[config.mk]
export PLATFORM = sky130hd
export DESIGN_NAME = status_led_blink_controller
export DESIGN_NICKNAME = d
export VERILOG_FILES = /design/src/design/status_led_blink_controller.v
export VERILOG_INCLUDE_DIRS = /design/src /design/src/design
export SDC_FILE = /design/constraint.sdc
export NUM_CORES = 1
export LEC_CHECK = 0
export ABC_CLOCK_PERIOD_IN_PS = 6900
export BUFFER_PORTS_ARGS = -buffer_cell sky130_fd_sc_hd__buf_2
export CAP_MARGIN = 20
export CORE_MARGIN = 3
export CORE_UTILIZATION = 40
export DETAILED_ROUTE_END_ITERATION = 10
export PLACE_DENSITY_LB_ADDON = 0.15
export SKIP_LAST_GASP = 1
export SLEW_MARGIN = 5
export SYNTH_ARGS = -nofsm -noshare
export SYNTH_HDL_FRONTEND = slang
export SYNTH_SLANG_ARGS = --single-unit
export TNS_END_PERCENT = 50
[constraint.sdc]
create_clock -name clk -period 6.9 [get_ports clk]
set_input_delay 1.38 -clock clk [delete_from_list [all_inputs] [get_ports clk]]
set_output_delay 1.38 -clock clk [all_outputs]
set_load 0.005 [all_outputs]
[src/design/lamp_defs.vh]
`ifndef LAMP_DEFS_VH
`define LAMP_DEFS_VH
// i/o port addresses of the configuration pair
`define CFG_INDEX_PORT 16'h0302
`define CFG_DATA_PORT 16'h0303
// unlock and lock key bytes
`define KEY_FIRST 8'h46
`define KEY_SECOND 8'h57
// configuration register indices
`define IDX_DEV_SELECT 8'h07
`define IDX_ACTIVATE 8'h30
`define IDX_BASE_HIGH 8'h60
`define IDX_BASE_LOW 8'h61
// logical device number of the lamp unit
`define LAMP_DEV_NUM 8'h05
// lamp register offset from base
`define LAMP_OFFSET 16'h0000
// reset values
`define ACTIVATE_RST 8'h00
`define LAMP_RST 4'h1
`define BASE_RST 16'h0000
`define DEV_SELECT_RST 8'h00
// field positions
`define RED_HI 3
`define RED_LO 2
`define GREEN_HI 1
`define GREEN_LO 0
`define ACT_BIT 0
// lamp modes
`define MODE_OFF 2'b00
`define MODE_FAST 2'b01
`define MODE_SLOW 2'b10
`define MODE_ON 2'b11
// timing: clock rate and blink rates
`define CLK_HZ 125000000
`define FAST_HZ 8
`define SLOW_HZ 1
// half-period cycle counts (50 percent duty)
`define FAST_HALF (`CLK_HZ / (2 * `FAST_HZ))
`define SLOW_HALF (`CLK_HZ / (2 * `SLOW_HZ))
`endif

[src/design/status_led_blink_controller.v]
// Functional notes
// - 57h then 46h relocks configuration mode
// - index at 302h, data at 303h
// - unit registers 30h, 60h, 61h answer only when device is 5
// - activation register 30h, bit0 activates
// - index 60h holds base high byte
// - index 61h holds base low byte
// - lamp register at base, reset 01h
// - upper four bits ignored, read zero
// - red bits 3:2, green bits 1:0
// - modes off, 8 Hz, 1 Hz, on
// - red and green are separate outputs
`timescale 1ns/100ps
`default_nettype none
`include "lamp_defs.vh"

module status_led_blink_controller #(
  parameter FAST_HALF = `FAST_HALF,
  parameter SLOW_HALF = `SLOW_HALF
) (
  // clock and reset
  input wire clk,
  input wire rst_n,
  // i/o bus request, one-cycle strobes on the same clock
  input wire [15:0] io_addr,
  input wire [7:0] io_wdata,
  input wire io_wr,
  input wire io_rd,
  // i/o bus answer, one cycle after each read strobe
  output reg [7:0] io_rdata,
  output reg io_rdata_valid,
  // bicolour status lamp drive
  output reg lamp_red,
  output reg lamp_green
);

  // key sequence states; two-step keys so that a stray 46h or 57h
  // on its own never opens or closes configuration mode
  localparam [1:0] ST_LOCKED = 2'b00;
  localparam [1:0] ST_HALF_KEY = 2'b01;
  localparam [1:0] ST_OPEN = 2'b10;
  localparam [1:0] ST_HALF_EXIT = 2'b11;

  // configuration side state
  reg [1:0] cfg_state_q; // configuration key state
  reg [7:0] cfg_index_q; // selected configuration index
  reg [7:0] dev_select_q; // logical_device_select register
  reg [7:0] unit_activate_q; // activation register
  reg [15:0] io_base_q; // programmed base address
  // lamp side state; only four mode bits are kept, the rest never
  reg [3:0] lamp_mode_q; // lamp_mode_control significant bits
  reg [31:0] fast_cnt_q; // fast divider counter
  reg [31:0] slow_cnt_q; // slow divider counter
  reg fast_phase_q; // 8 Hz square wave
  reg slow_phase_q; // 1 Hz square wave

  // access qualifiers, decoded from the held configuration state and this cycle's address and strobes
  wire cfg_open; // index and data ports usable
  wire dev_hit; // lamp unit selected
  wire unit_on; // lamp unit activated
  wire idx_wr; // any write to the index port
  wire dat_wr; // accepted write to the data port
  wire dat_rd; // accepted read of the data port
  wire idx_rd; // accepted read of the index port
  wire lamp_hit; // address matches the lamp register
  wire lamp_wr; // write to the lamp register
  wire lamp_rd; // read of the lamp register
  // next lamp levels, bit 1 red and bit 0 green
  wire [1:0] lamp_d;

  // open covers the half-exit step too: a bare 57h is still an index
  assign cfg_open = (cfg_state_q == ST_OPEN) ||
                    (cfg_state_q == ST_HALF_EXIT);
  assign dev_hit = (dev_select_q == `LAMP_DEV_NUM);
  assign unit_on = unit_activate_q[`ACT_BIT];
  // index writes reach the key tracker whether open or not
  assign idx_wr = io_wr && (io_addr == `CFG_INDEX_PORT);
  assign dat_wr = io_wr && (io_addr == `CFG_DATA_PORT) && cfg_open;
  // reads of the data port pass the same gate as writes
  assign dat_rd = io_rd && (io_addr == `CFG_DATA_PORT) && cfg_open;
  // the index echo stays hidden while locked, like the data port
  assign idx_rd = io_rd && (io_addr == `CFG_INDEX_PORT) && cfg_open;
  // lamp register at base plus offset; the sum wraps at 16 bits
  assign lamp_hit = (io_addr == io_base_q + `LAMP_OFFSET);
  assign lamp_wr = io_wr && unit_on && lamp_hit;
  assign lamp_rd = io_rd && unit_on && lamp_hit;

  // key sequence tracker on writes to the index port
  // reads never move the key, so probing the ports is harmless
  always @(posedge clk) begin
    if (!rst_n) begin
      cfg_state_q <= ST_LOCKED;
    end else if (idx_wr) begin
      case (cfg_state_q)
        ST_LOCKED: begin
          if (io_wdata == `KEY_FIRST) begin
            cfg_state_q <= ST_HALF_KEY;
          end
        end
        ST_HALF_KEY: begin
          if (io_wdata == `KEY_SECOND) begin
            cfg_state_q <= ST_OPEN;
          end else if (io_wdata != `KEY_FIRST) begin
            // a wrong byte starts over; a repeated 46h keeps waiting
            cfg_state_q <= ST_LOCKED;
          end
        end
        ST_OPEN: begin
          if (io_wdata == `KEY_SECOND) begin
            cfg_state_q <= ST_HALF_EXIT;
          end
        end
        ST_HALF_EXIT: begin
          if (io_wdata == `KEY_FIRST) begin
            cfg_state_q <= ST_LOCKED;
          end else if (io_wdata != `KEY_SECOND) begin
            // any other byte was a plain index, so stay open
            cfg_state_q <= ST_OPEN;
          end
        end
        default: begin
          // unreachable codes fall back to the safe locked state
          cfg_state_q <= ST_LOCKED;
        end
      endcase
    end
  end

  // index latch; lock key bytes also land here, which is harmless
  // bytes written while locked never become an index
  always @(posedge clk) begin
    if (!rst_n) begin
      cfg_index_q <= 8'h00;
    end else if (idx_wr && cfg_open) begin
      cfg_index_q <= io_wdata;
    end
  end

  // configuration register writes through the data port
  always @(posedge clk) begin
    if (!rst_n) begin
      dev_select_q <= `DEV_SELECT_RST;
      unit_activate_q <= `ACTIVATE_RST;
      io_base_q <= `BASE_RST;
    end else if (dat_wr) begin
      // the select register serves every unit, so it is not gated
      // device number register
      if (cfg_index_q == `IDX_DEV_SELECT) begin
        dev_select_q <= io_wdata;
      end
      // registers of other units are absent here; their writes drop
      // base bytes land one at a time, so the lamp decode follows each
      if (dev_hit) begin
        if (cfg_index_q == `IDX_ACTIVATE) begin
          unit_activate_q <= io_wdata;
        end
        if (cfg_index_q == `IDX_BASE_HIGH) begin
          io_base_q[15:8] <= io_wdata;
        end
        if (cfg_index_q == `IDX_BASE_LOW) begin
          io_base_q[7:0] <= io_wdata;
        end
      end
    end
  end

  // lamp control register
  always @(posedge clk) begin
    if (!rst_n) begin
      lamp_mode_q <= `LAMP_RST;
    end else if (lamp_wr) begin
      // writes while inactive never get here and the mode holds
      // upper bits dropped
      lamp_mode_q <= io_wdata[3:0];
    end
  end

  // read mux; one cycle after the strobe, zero for anything unmapped
  always @(posedge clk) begin
    if (!rst_n) begin
      io_rdata <= 8'h00;
      io_rdata_valid <= 1'b0;
    end else begin
      // every read strobe is answered, mapped or not
      io_rdata_valid <= io_rd;
      // zero between answers keeps the bus quiet
      io_rdata <= 8'h00;
      // lamp first: a base that overlaps the pair still reaches it
      if (lamp_rd) begin
        io_rdata <= {4'h0, lamp_mode_q};
      end else if (dat_rd) begin
        // data port shows the indexed register
        if (cfg_index_q == `IDX_DEV_SELECT) begin
          io_rdata <= dev_select_q;
        end else if (dev_hit && cfg_index_q == `IDX_ACTIVATE) begin
          io_rdata <= unit_activate_q;
        end else if (dev_hit && cfg_index_q == `IDX_BASE_HIGH) begin
          io_rdata <= io_base_q[15:8];
        end else if (dev_hit && cfg_index_q == `IDX_BASE_LOW) begin
          io_rdata <= io_base_q[7:0];
        end
      end else if (idx_rd) begin
        // index port echoes the current index
        io_rdata <= cfg_index_q;
      end
    end
  end

  // free-running dividers; phases are shared so both lamps blink in step
  // limitation: the phase runs free, so a newly chosen blink mode may
  // show a first half period shorter than the ones that follow
  // 32-bit counters hold the slow half period at the full clock rate
  always @(posedge clk) begin
    if (!rst_n) begin
      fast_cnt_q <= 32'h00000000;
      slow_cnt_q <= 32'h00000000;
      fast_phase_q <= 1'b0;
      slow_phase_q <= 1'b0;
    end else begin
      // fast divider
      // wrap one short so each phase lasts exactly FAST_HALF cycles
      if (fast_cnt_q == FAST_HALF - 1) begin
        fast_cnt_q <= 32'h00000000;
        fast_phase_q <= ~fast_phase_q;
      end else begin
        // count toward the wrap
        fast_cnt_q <= fast_cnt_q + 32'h00000001;
      end
      // slow divider
      // same wrap rule, so the slow phase is an exact square wave
      if (slow_cnt_q == SLOW_HALF - 1) begin
        slow_cnt_q <= 32'h00000000;
        slow_phase_q <= ~slow_phase_q;
      end else begin
        // count toward the wrap
        slow_cnt_q <= slow_cnt_q + 32'h00000001;
      end
    end
  end

  // mode decode for one lamp field
  function lamp_level;
    input [1:0] mode;
    input fast;
    input slow;
    begin
      // mode encoding
      // off and steady ignore the dividers, so they settle at once
      case (mode)
        `MODE_OFF: lamp_level = 1'b0;
        `MODE_FAST: lamp_level = fast;
        `MODE_SLOW: lamp_level = slow;
        default: lamp_level = 1'b1;
      endcase
    end
  endfunction

  // one decoder per lamp field; index 1 is red, index 0 is green
  genvar lamp_i;
  generate
    for (lamp_i = 0; lamp_i < 2; lamp_i = lamp_i + 1) begin : g_lamp
      assign lamp_d[lamp_i] = lamp_level(
        lamp_mode_q[`GREEN_LO + 2 * lamp_i +: 2],
        fast_phase_q, slow_phase_q);
    end
  endgenerate

  // registered lamp outputs; the register keeps the pins glitch free
  always @(posedge clk) begin
    if (!rst_n) begin
      lamp_red <= 1'b0;
      lamp_green <= 1'b0;
    end else begin
      lamp_red <= lamp_d[1];
      lamp_green <= lamp_d[0];
    end
  end

endmodule // status_led_blink_controller
`default_nettype wire

* Word-level counts from Yosys, hierarchy flattened
Cells that the tools add are included.
Cells by class: add/sub/neg operators 2, equal/unequal tests 25, mux-type cells 16, bitwise logic cells 3, reductions and logical operators 27
Operators by type and width (number):
- $add A32 B1 Y32 const B | 2
- $mux W8 | 6
- $eq A16 B10 Y1 const B | 2
- $eq A32 B23 Y1 const B | 1
- $eq A32 B26 Y1 const B | 1
- $eq A8 B7 Y1 const B | 4
- $eq A16 B16 Y1 | 1
- $eq A8 B3 Y1 const B | 2
- $ne A8 B7 Y1 const B | 2
- $logic_and A1 B1 Y1 | 15
- $mux W2 | 6
- $reduce_and A3 Y1 | 3
- $eq A2 B2 Y1 const B | 4
- $eq A8 B6 Y1 const B | 1
- $pmux W2 S4 | 1
- $eq A2 B1 Y1 const B | 3
- $logic_not A2 Y1 | 3
- $pmux W1 S3 | 2
- $reduce_or A2 Y1 | 3
- $reduce_and A5 Y1 | 1
- $mux W4 | 1
- $ne A3 B1 Y1 const B | 1
- $ne A3 B3 Y1 const B | 1
- $not A1 Y1 | 3
- 4 further kinds | 4
Storage, ports and cells: register bits 123, bits of input ports 28, output and inout port bits 11

* Longest topological paths before layout
Gate-level depths: netlist of the first run.
depth in word-level cells 8, depth in mapped cells 7

* Worst setup path after synthesis of the first run
Ideal clock, no wire load.
path type input port to flip-flop, from input io_addr[11], to register cfg_index_q[3], library setup time 0.132 ns, arrival 3.126 ns, slack 3.642 ns, cell stages on the path 5, path through or4_1 nor4_4 nand3_1 nand2_1 a21oi_2
On the way: cells in the longest elaborated chain, start to end 3
Ends and longest elaborated chain:
- from (decl) | RTL line status_led_blink_controller.v:25 | input wire [15:0] io_addr,
- $eq A16 B10 Y1 (no line)
- $logic_and A1 B1 Y1 | RTL line status_led_blink_controller.v:77 | assign idx_wr = io_wr && (io_addr == `CFG_INDEX_PORT);
- $logic_and A1 B1 Y1 | RTL line status_led_blink_controller.v:134 | end else if (idx_wr && cfg_open) begin
- to (signal assigned) | RTL line status_led_blink_controller.v:135 | cfg_index_q <= io_wdata;
- to (decl) | RTL line status_led_blink_controller.v:46 | reg [7:0] cfg_index_q;
Every way passes these cells. A chain may end at the register's enable or synchronous reset.

* Worst setup path in the final report of the first run
from input io_addr[2], to register cfg_index_q[5]
Same word-level chain as after synthesis.

==> summary.md, run 1 <==
| Metric | Value |
|---|---|
| Die height | `roughly 130 µm` |
| Final Max Slew Viols | `0` |
| Drt wl/cell | `17.0 µm` |
| Compound-cell area share of the yosys netlist | `0.0789` |
| Power Density | `251 mW/mm²` |
| Total CTS buffers | `17` |
| Crit path max fanout | `10` |
| Fin worst setup slack | `between 3 and 4 ns` |
| CTS tree | `built` |
| Final Critical Period | `3.36 ns` |
| Largest family of logic cells by synthesized area | `simple AND/OR/NAND/NOR gates` |
| CTS clk-pin slew, worst paths | `about 0.06 ns` |
| Vias in the first global route | `4811` |
| Worst slew pin tran | `between 1 and 1.5 ns` |
| Synth Area per Inst | `around 8.8 µm²` |
| Part of the power in registers | `0.414` |
| Pin count of the biggest net entering global routing | `51` |
| Fill cells | `1337` |
| Final WL | `roughly 15000 µm` |
| Ant diodes | `0` |
| Fmax | `roughly 300 MHz` |
| IO Pins | `39` |
| Dpl cell area | `0.00626 mm²` |
| Cell Rows | `43` |
| Simple-Gate Fraction of Synth Area | `0.311` |
| Post-Syn Instances | `between 600 and 700` |
| Adder-Cell Fraction of Synth Area | `0.00421` |
| Die X | `~130 µm` |
| Peak supply drop | `~190 µV` |
| Post-cts sizing count | `0` |
| Post-CTS Setup Inserts | `0` |
| Hold_buf cts | `0` |
| Crit Path Category | `in2reg` |
| Fin Clk Skew | `0.00779 ns` |
| Setup TNS Final | `0 ns` |
| Dpl hpwl | `around 11000 µm` |
| Post-synthesis net count | `707` |
| Sw frac | `0.213` |
| Ratio of cells with drive above 1 in the final layout | `0.125` |
| Via/cell ratio | `roughly 5.6` |
| Post-Layout Inst Area | `between 0.006 and 0.007 mm²` |
| Async SR Flop Fraction | `0` |
| DRT iter0 DRCs | `about 520` |
| Synth Warn # | `0` |
| Hold_ws | `around 0.43 ns` |
| Crit start category | `primary input` |
| Starting Density | `0.418` |
| RSZ-0062 raised after global routing | `no` |
| Nets | `736` |
| Seq/Total Area, Yosys | `0.414` |
| Xor/xnor share of the synthesized area | `0.106` |
| WP data arrival | `3.62 ns` |
| R2R setup slack | `around 4.1 ns` |
| Synth Register Bits | `around 120` |
| Leakage | `2.52 nW` |
| Core region area | `roughly 0.014 mm²` |
| Die area | `between 0.015 and 0.02 mm²` |
| Mapped cell area | `0.00594 mm²` |
| Internal Power | `0.00136 W` |
| Drt first pass iters | `6` |
| Clock Sinks | `123` |
| Post-route ant nets | `0` |
| Hold Crit Class | `reg2reg` |
| EDFF count, synth | `0` |
| Residual DRC | `0` |
| Worst skew pair latency | `~0.43 ns` |
| CP Capture Type | `flip-flop` |
| Mux contribution to synthesized area | `0.0558` |
| Grt total ovfl | `0` |
| Clk root buf | `clkbuf_16` |
| Tot GR Track Use | `0.194` |
| Vias after detailed routing | `approximately 5100` |
| Post-synth top flop | `dfxtp_1` |
| Slew margin rel. | `0.329` |
| Max_cap viols | `0` |
| H-tree depth | `4` |
| Routability Congestion | `0.963` |
| Initial antenna violation count | `1` |
| Run status | `complete, no violations` |
| Max Root-Sink Buffers | `2` |
| Sw power | `roughly 0.00037 W` |
| First-pass GRT wire length | `about 25000 µm` |
| Area growth, synth to finish | `16.1%` |
| Comb pwr share | `0.030` |
| Clock share of power | `0.556` |
| Period utilisation layout | `0.486` |
| Netlist cell types | `approximately 50` |
| Fin. Hold Viols | `0` |
| IO buf count | `38` |
| Worst EP required | `roughly 7.2 ns` |
| Final setup viols | `0` |
| Dpl ws | `approximately 3.2 ns` |
-- power groups by stage --
stage          clock network, W  logic (W)  registers, W
4_1_cts                0.000973  0.0000509      0.000716
3_5_place_dp                  0  0.0000506      0.000732
6_report               0.000961  0.0000511      0.000717
5_1_grt                0.000997  0.0000562      0.000717
2_1_floorplan                 0  0.0000266      0.000731
3_3_place_gp                  0  0.0000495      0.000732
-- layout by cell type (no fill, tap or decap), types with 9 or more instances in the layout --
cell type	instances
nand2b_1	9
nand4_1	27
xor2_1	18
nor4b_1	9
nand3_1	25
nor2_1	106
dfxtp_1	123
buf_2	38
and4_1	11
and3_1	15
a22o_1	9
o21ai_0	12
inv_1	14
nor3_1	23
xnor2_1	54
clkbuf_16	17
nor4_1	20
nand2_1	47
mux2i_1	32
a21oi_1	19
-- cell usage after synthesis (18+ instances only) --
library cell  number  share of area
nand2_1           47          0.030
dfxtp_1          123           0.41
xor2_1            18          0.027
nor2_1           106          0.067
nor4_1            20          0.021
clkbuf_1          24          0.015
a21oi_1           19          0.016
mux2i_1           32          0.054
nand4_1           27          0.028
nor3_1            23          0.019
nand3_1           25          0.021
xnor2_1           54          0.080
-- worst paths after layout --
check | start | depth (start not counted) | to
worst min-delay path | slow_cnt_q[0] | 1 | slow_cnt_q[0]
worst max register to register | fast_cnt_q[0] | 6 | fast_cnt_q[31]
worst max-delay path | io_addr[2] | 6 | cfg_index_q[5]
worst min register to register | slow_cnt_q[0] | 1 | slow_cnt_q[0]
-- layer usage --
metal  track usage  wire [µm]  vias up
met4        0.0687        252        2
met1         0.276       7410     2413
li1              -          -     2482
met2         0.285       6590      139
met3        0.0504       1070       25
met5             0          7        -
-- registers in the layout, indices dropped and copies added, names as in the netlist, 2 cells and up --
name	count
fast_cnt_q	32
slow_cnt_q	32
io_base_q	16
cfg_index_q	8
dev_select_q	8
io_rdata	8
unit_activate_q	8
lamp_mode_q	4
cfg_state_q	2
-- kinds of logic after synthesis --
logic type / after synthesis
xor gates and xnor gates: 72
and+or+nand+nor: 334
muxes: 33
DFF: 123
AOI/OAI and AO/OA: 69
adders and majority gates: 2
buffers and inverters: 44
-- final cells by class --
| class | instances | area [µm²] | share of cell area |
|---|---|---|---|
| Clock buffer | 21 | 470 | 0.0682 |
| Clock inverter | 11 | 166 | 0.0241 |
| Inverter | 15 | 56.3 | 0.00816 |
| Multi-Input combinational cell | 510 | 3320 | 0.481 |
| Sequential cell | 123 | 2460 | 0.357 |
| Tap cell | 180 | 225 | 0.0326 |
| Timing Repair Buffer | 39 | 198 | 0.0287 |
-- critical path: stages --
cell     delay [ns]
buf_2          0.13
or4b_4         0.57
nor4_4         0.81
nand3_1        0.46
nand2_1        0.20
a21oi_1        0.08
-- stage by stage --
step	util	total power, W	std cells
floorplan	-	0.000758	677
global placement	0.441	0.000781	867
detailed placement	0.441	0.000782	867
CTS	0.486	0.00174	899
global route	0.486	0.00177	899
finish	0.486	0.00173	899
Power figures use the tool's default switching activity.
==> inputs of run 2 (changes only) <==
--- a/config.mk
+++ b/config.mk
@@ -6,7 +6,8 @@
 export SDC_FILE = /design/constraint.sdc
 export NUM_CORES = 1
 export LEC_CHECK = 0
-export ABC_CLOCK_PERIOD_IN_PS = 6900
+export ABC_AREA = 1
+export ABC_CLOCK_PERIOD_IN_PS = 3500
 export BUFFER_PORTS_ARGS = -buffer_cell sky130_fd_sc_hd__buf_2
 export CAP_MARGIN = 20
 export CORE_MARGIN = 3
==> constraint.sdc (replaced) <==
create_clock -name clk -period 3.5 [get_ports clk]
set_input_delay 0.7 -clock clk [delete_from_list [all_inputs] [get_ports clk]]
set_output_delay 0.7 -clock clk [all_outputs]
set_load 0.005 [all_outputs]
==> summary.md, run 2 <==
| Metric | Value |
|---|---|
| Area growth, synth to finish | `13.9%` |
| Drt first pass iters | `5` |
| Sw frac | `0.242` |
| Fin worst setup slack | `1.30 ns` |
| Cells on Worst Hold Path | `2` |
| Vias in the first global route | `between 6000 and 7000` |
| Hold Crit Class | `reg2reg` |
| Final setup viols | `0` |
| Cells on worst reg2reg path | `7` |
| DRT iter0 DRCs | `around 420` |
| Leakage | `3.02 nW` |
| CP Capture Type | `flip-flop` |
| Period utilisation layout | `0.628` |
| Die area | `around 0.019 mm²` |
| Dpl ws | `approximately 1.1 ns` |
| Mapped cell area | `approximately 0.0070 mm²` |
| Setup TNS Final | `0 ns` |
| Regs by FF count | `fast_cnt_q x32, slow_cnt_q x32, io_base_q x16` |
| Fin Clk Skew | `0.00868 ns` |
| Pin count of the biggest net entering global routing | `44` |
| Clock Sinks | `123` |
| Synth Register Bits | `123` |
| Ant diodes | `0` |
| Nets | `1170` |
| Worst skew pair latency | `around 0.42 ns` |
| Clk root buf | `clkbuf_16` |
| Post-route ant nets | `0` |
| Starting Density | `0.416` |
| Most frequent cells in the layout | `273 x nand2_1, 213 x nor2_1, 123 x dfxtp_1, 107 x inv_1, 68 x nand3_1` |
| Async SR Flop Fraction | `0` |
| Residual DRC | `0` |
| Synth Warn # | `0` |
| Worst slew pin tran | `between 0.7 and 0.8 ns` |
| Post-Syn Instances | `approximately 1100` |
| First-pass GRT wire length | `31800 µm` |
| Via/cell ratio | `approximately 5` |
| RSZ-0062 raised after global routing | `no` |
| Post-cts sizing count | `0` |
| IO buf count | `38` |
| Sw power | `approximately 0.00080 W` |
| Slew margin rel. | `0.512` |
| Final Max Slew Viols | `0` |
| IO Pins | `39` |
| Max Root-Sink Buffers | `2` |
| Tot GR Track Use | `0.203` |
| Multi-input gate area | `between 0.003 and 0.004 mm²` |
| Ratio of cells with drive above 1 in the final layout | `0.118` |
| Total chip power | `0.00331 W` |
| Fmax | `approximately 450 MHz` |
| Cell Rows | `47` |
| Area contributors post-synth | `dfxtp_1 35%, nand2_1 15%, nor2_1 11%, inv_1 5.7%, nand3_1 4.9%` |
| Internal Power | `~0.0025 W` |
| Commonest cells in the netlist | `273 x nand2_1, 213 x nor2_1, 123 x dfxtp_1` |
| R2R setup slack | `~1.3 ns` |
| Max_cap viols | `0` |
| Most numerous cell in the Yosys netlist | `nand2_1` |
| Post-Layout Inst Area | `about 0.0080 mm²` |
| Post-CTS Setup Inserts | `0` |
| Netlist cell types | `38` |
| Yosys top cell area share | `0.351` |
| Worst EP required | `about 3.8 ns` |
| CTS clk-pin slew, worst paths | `0.06 ns` |
| Post-synthesis net count | `approximately 1100` |
| Hold_buf cts | `0` |
| Crit path max fanout | `18` |
| Total CTS buffers | `17` |
| Dpl cell area | `between 0.007 and 0.008 mm²` |
| Grt total ovfl | `0` |
| Die height | `between 100 and 150 µm` |
| Register cell area after layout | `0.00246 mm²` |
| Routability Congestion | `0.914` |
| Hold_ws | `between 0.4 and 0.5 ns` |
| Crit start category | `flip-flop` |
| Fill cells | `~1800` |
| Most common cell after layout, fill and taps aside | `nand2_1` |
| Seq/Total Area, Yosys | `0.351` |
| CTS tree | `built` |
| Part of the power in registers | `0.427` |
| Initial antenna violation count | `0` |
| Vias after detailed routing | `roughly 6800` |
| Die X | `roughly 140 µm` |
| Fin. Hold Viols | `0` |
| Dpl hpwl | `between 10000 and 15000 µm` |
| Core region area | `0.0169 mm²` |
| Clock share of power | `0.534` |
| Power Density | `414 mW/mm²` |
| Post-synth top flop | `dfxtp_1` |
| Run status | `complete, no violations` |
| Final Critical Period | `2.20 ns` |
| Cell taking the most area after synthesis | `dfxtp_1` |
| Comb pwr share | `0.039` |
| Final WL | `19200 µm` |
| Peak supply drop | `360 µV` |
| WP data arrival | `between 2 and 3 ns` |
| Synth Area per Inst | `between 6 and 7 µm²` |
| H-tree depth | `4` |
| Drt wl/cell | `14.0 µm` |
| EDFF count, synth | `0` |
| Crit Path Category | `reg2reg` |
==> run 2: metal layers <==
layer	track usage	part of all wire	up-vias
met5	0	0	-
met4	0.0718	0.022	0
met3	0.0414	0.045	29
met2	0.335	0.46	147
met1	0.264	0.47	3006
li1	-	-	3616
==> run 2: worst max-delay path, stage by stage (launching register included) <==
cell	delay (ns)
dfxtp_1	0.40
ha_1	0.24
nand3_2	0.18
nor2_1	0.17
nand3_1	0.13
o21ai_2	0.54
buf_4	0.35
a21oi_1	0.06
==> run 2: through the flow <==
step	std cells	util
final	1373	0.473
after global routing	1373	0.473
after CTS	1373	0.473
after detailed placement	1341	0.439
after global placement	1341	0.439
after floorplan	1098	-
==> run 2: logic make-up after synthesis <==
kind of cell               share of synthesized area
DFF                                            0.351
xor gates and xnor gates                      0.0250
and+or+nand+nor                                0.458
AOI/OAI and AO/OA                             0.0815
buffers and inverters                         0.0811
adders and majority gates                    0.00357
==> run 2: path summary, 6_finish.rpt <==
path / start / to
worst max-delay path: slow_cnt_q[0] / slow_cnt_q[22]
worst min-delay path: fast_cnt_q[31] / fast_cnt_q[31]
worst max register to register: slow_cnt_q[0] / slow_cnt_q[22]
worst min register to register: fast_cnt_q[31] / fast_cnt_q[31]
==> run 2: layout make-up <==
cell class	count	area share
multi-input combinational	838	0.499
sequential	123	0.308
inverter	119	0.0584
clock buffer	17	0.0532
tap	220	0.0344
timing repair buffer	41	0.0266
clock inverter	15	0.0205
==> run 2: power by group through the flow <==
stage	clock [W]	sequential, W	combinational, W
detailed placement	0	0.00144	0.000128
CTS	0.00180	0.00141	0.000129
global placement	0	0.00144	0.000128
floorplan	0	0.00144	0.0000774
finish	0.00177	0.00141	0.000128
global route	0.00186	0.00141	0.000145
==> inputs of run 3 (changes only) <==
--- a/config.mk
+++ b/config.mk
@@ -7,7 +7,7 @@
 export NUM_CORES = 1
 export LEC_CHECK = 0
 export ABC_AREA = 1
-export ABC_CLOCK_PERIOD_IN_PS = 3500
+export ABC_CLOCK_PERIOD_IN_PS = 1870
 export BUFFER_PORTS_ARGS = -buffer_cell sky130_fd_sc_hd__buf_2
 export CAP_MARGIN = 20
 export CORE_MARGIN = 3
==> constraint.sdc (replaced) <==
create_clock -name clk -period 1.87 [get_ports clk]
set_input_delay 0.374 -clock clk [delete_from_list [all_inputs] [get_ports clk]]
set_output_delay 0.374 -clock clk [all_outputs]
set_load 0.005 [all_outputs]
==> summary.md, run 3 (synthesis results as in run 2) <==
| Metric | Value |
|---|---|
| Run status | `complete, no violations` |
| Post-route ant nets | `0` |
| Setup TNS Final | `0 ns` |
| Fin Clk Skew | `0.0131 ns` |
| Pin count of the biggest net entering global routing | `41` |
| Dpl cell area | `0.00756 mm²` |
| Fin. Hold Viols | `0` |
| Worst slew pin tran | `0.487 ns` |
| Final WL | `19500 µm` |
| Grt met2 use | `0.321` |
| Vias in the first global route | `6394` |
| Grt peak-use layer | `met2` |
| Area growth, synth to finish | `16.2%` |
| Dpl hpwl | `~15000 µm` |
| Grt total ovfl | `0` |
| Final Max Slew Viols | `0` |
| Crit Path Category | `reg2reg` |
| Fmax | `590 MHz` |
| RSZ-0062 raised after global routing | `no` |
| Total chip power | `a little over 0.006 W` |
| Vias after detailed routing | `6950` |
| Hold Crit Class | `in2reg` |
| Crit path max fanout | `6` |
| Total CTS buffers | `17` |
| Core region area | `0.0169 mm²` |
| Worst skew pair latency | `approximately 0.42 ns` |
| DRT iter0 DRCs | `approximately 490` |
| CTS tree | `built` |
| H-tree depth | `4` |
| Final Critical Period | `about 1.7 ns` |
| CP Capture Type | `flip-flop` |
| Regs by FF count | `fast_cnt_q x32, slow_cnt_q x32, io_base_q x16` |
| Die area | `~0.019 mm²` |
| Ratio of cells with drive above 1 in the final layout | `0.130` |
| GR Util met1 | `0.291` |
| First-pass GRT wire length | `around 32000 µm` |
| Tot GR Track Use | `0.206` |
| Nets | `~1200` |
| Final setup viols | `0` |
| Starting Density | `0.416` |
| Peak supply drop | `approximately 700 µV` |
| Clock Sinks | `around 120` |
| Slew margin rel. | `0.673` |
| M3 GR Usage | `0.0421` |
| Post-CTS Setup Inserts | `0` |
| Leakage | `approximately 3.1 nW` |
| CTS clk-pin slew, worst paths | `about 0.06 ns` |
| Most frequent cells in the layout | `272 x nand2_1, 213 x nor2_1, 123 x dfxtp_1, 107 x inv_1, 68 x nand3_1` |
| Max Root-Sink Buffers | `2` |
| Routability Congestion | `between 0.8 and 0.9` |
| Residual DRC | `0` |
| Post-Layout Inst Area | `a little over 0.008 mm²` |
| WP data arrival | `between 2 and 2.5 ns` |
| Worst EP required | `between 2 and 2.5 ns` |
| Max_cap viols | `0` |
| Hold_ws | `between 0.2 and 0.3 ns` |
| Via/cell ratio | `about 5.0` |
| Drt first pass iters | `5` |
| IO buf count | `38` |
| Power Density | `approximately 760 mW/mm²` |
| Ant diodes | `0` |
| Period utilisation layout | `0.906` |
| Crit start category | `flip-flop` |
| Most common cell after layout, fill and taps aside | `nand2_1` |
| Die X | `138 µm` |
| Clk root buf | `clkbuf_16` |
| IO Pins | `39` |
| Initial antenna violation count | `0` |
| Drt wl/cell | `about 14 µm` |
| Die height | `138 µm` |
| Fin util | `0.483` |
| Cell Rows | `47` |
## run 3: cell types whose count changed in the layout (fill, tap and decap cells not counted), moves of 2 or more
cell | before | now
clkinv_4 | 8 | 5
buf_4 | 3 | 16
buf_12 | 0 | 3
inv_6 | 5 | 7
## run 3: final timing paths
path / from / endpoint / slack, ns / cells past startpoint
setup / recovery: fast_cnt_q[0] / fast_cnt_q[26] / 0.18 / 8
hold / removal: io_rd / io_rdata_valid / 0.27 / 3
setup reg to reg: fast_cnt_q[0] / fast_cnt_q[26] / 0.18 / 8
hold reg to reg: fast_cnt_q[31] / fast_cnt_q[31] / 0.46 / 2
## run 3: critical path, stage by stage, from the launching register on
cell and delay [ns]:
dfxtp_1 0.33, ha_1 0.24, nand2_1 0.12, nor2_4 0.16, nand2_2 0.09, nor2_2 0.13
nand3_1 0.18, or2_0 0.25, a21oi_1 0.11
## run 3: layout make-up
cell class              instances  area (µm²)
multi-input cells             838        3990
well taps                     220         275
inverters                     119         467
clock buffers                  18         429
flip-flops and latches        123        2460
fillers                      1742        8720
clock inverters                14         158
repair buffers                 57         370
## run 3: metrics by stage
stage / std cells / setup slack, ns
after floorplan: 1098 / 0.341
after global routing: 1389 / 0.00983
after global placement: 1357 / 0.159
after CTS: 1389 / 0.158
final: 1389 / 0.176
after detailed placement: 1357 / 0.150
## run 3: per-layer routing
| layer | part of all wire | vias up |
|---|---|---|
| li1 | - | 3660 |
| met4 | 0.014 | 0 |
| met2 | 0.45 | 153 |
| met5 | 0 | - |
| met1 | 0.49 | 3116 |
| met3 | 0.048 | 21 |
## run 3: report_power, final
| part | total [W] | internal (W) | switching, W |
|---|---|---|---|
| clock network | 0.00329 | 0.00199 | 0.00130 |
| registers | 0.00264 | 0.00263 | 0.00000819 |
| logic | 0.000267 | 0.0000894 | 0.000178 |
| total | 0.00619 | 0.00471 | 0.00148 |
## run 3: what timing repair did
| item | CTS | global route |
|---|---|---|
| hold buffers | 0 | 0 |
| setup endpoints to repair | 0 | 2 |
| resized for setup | 0 | 3 |
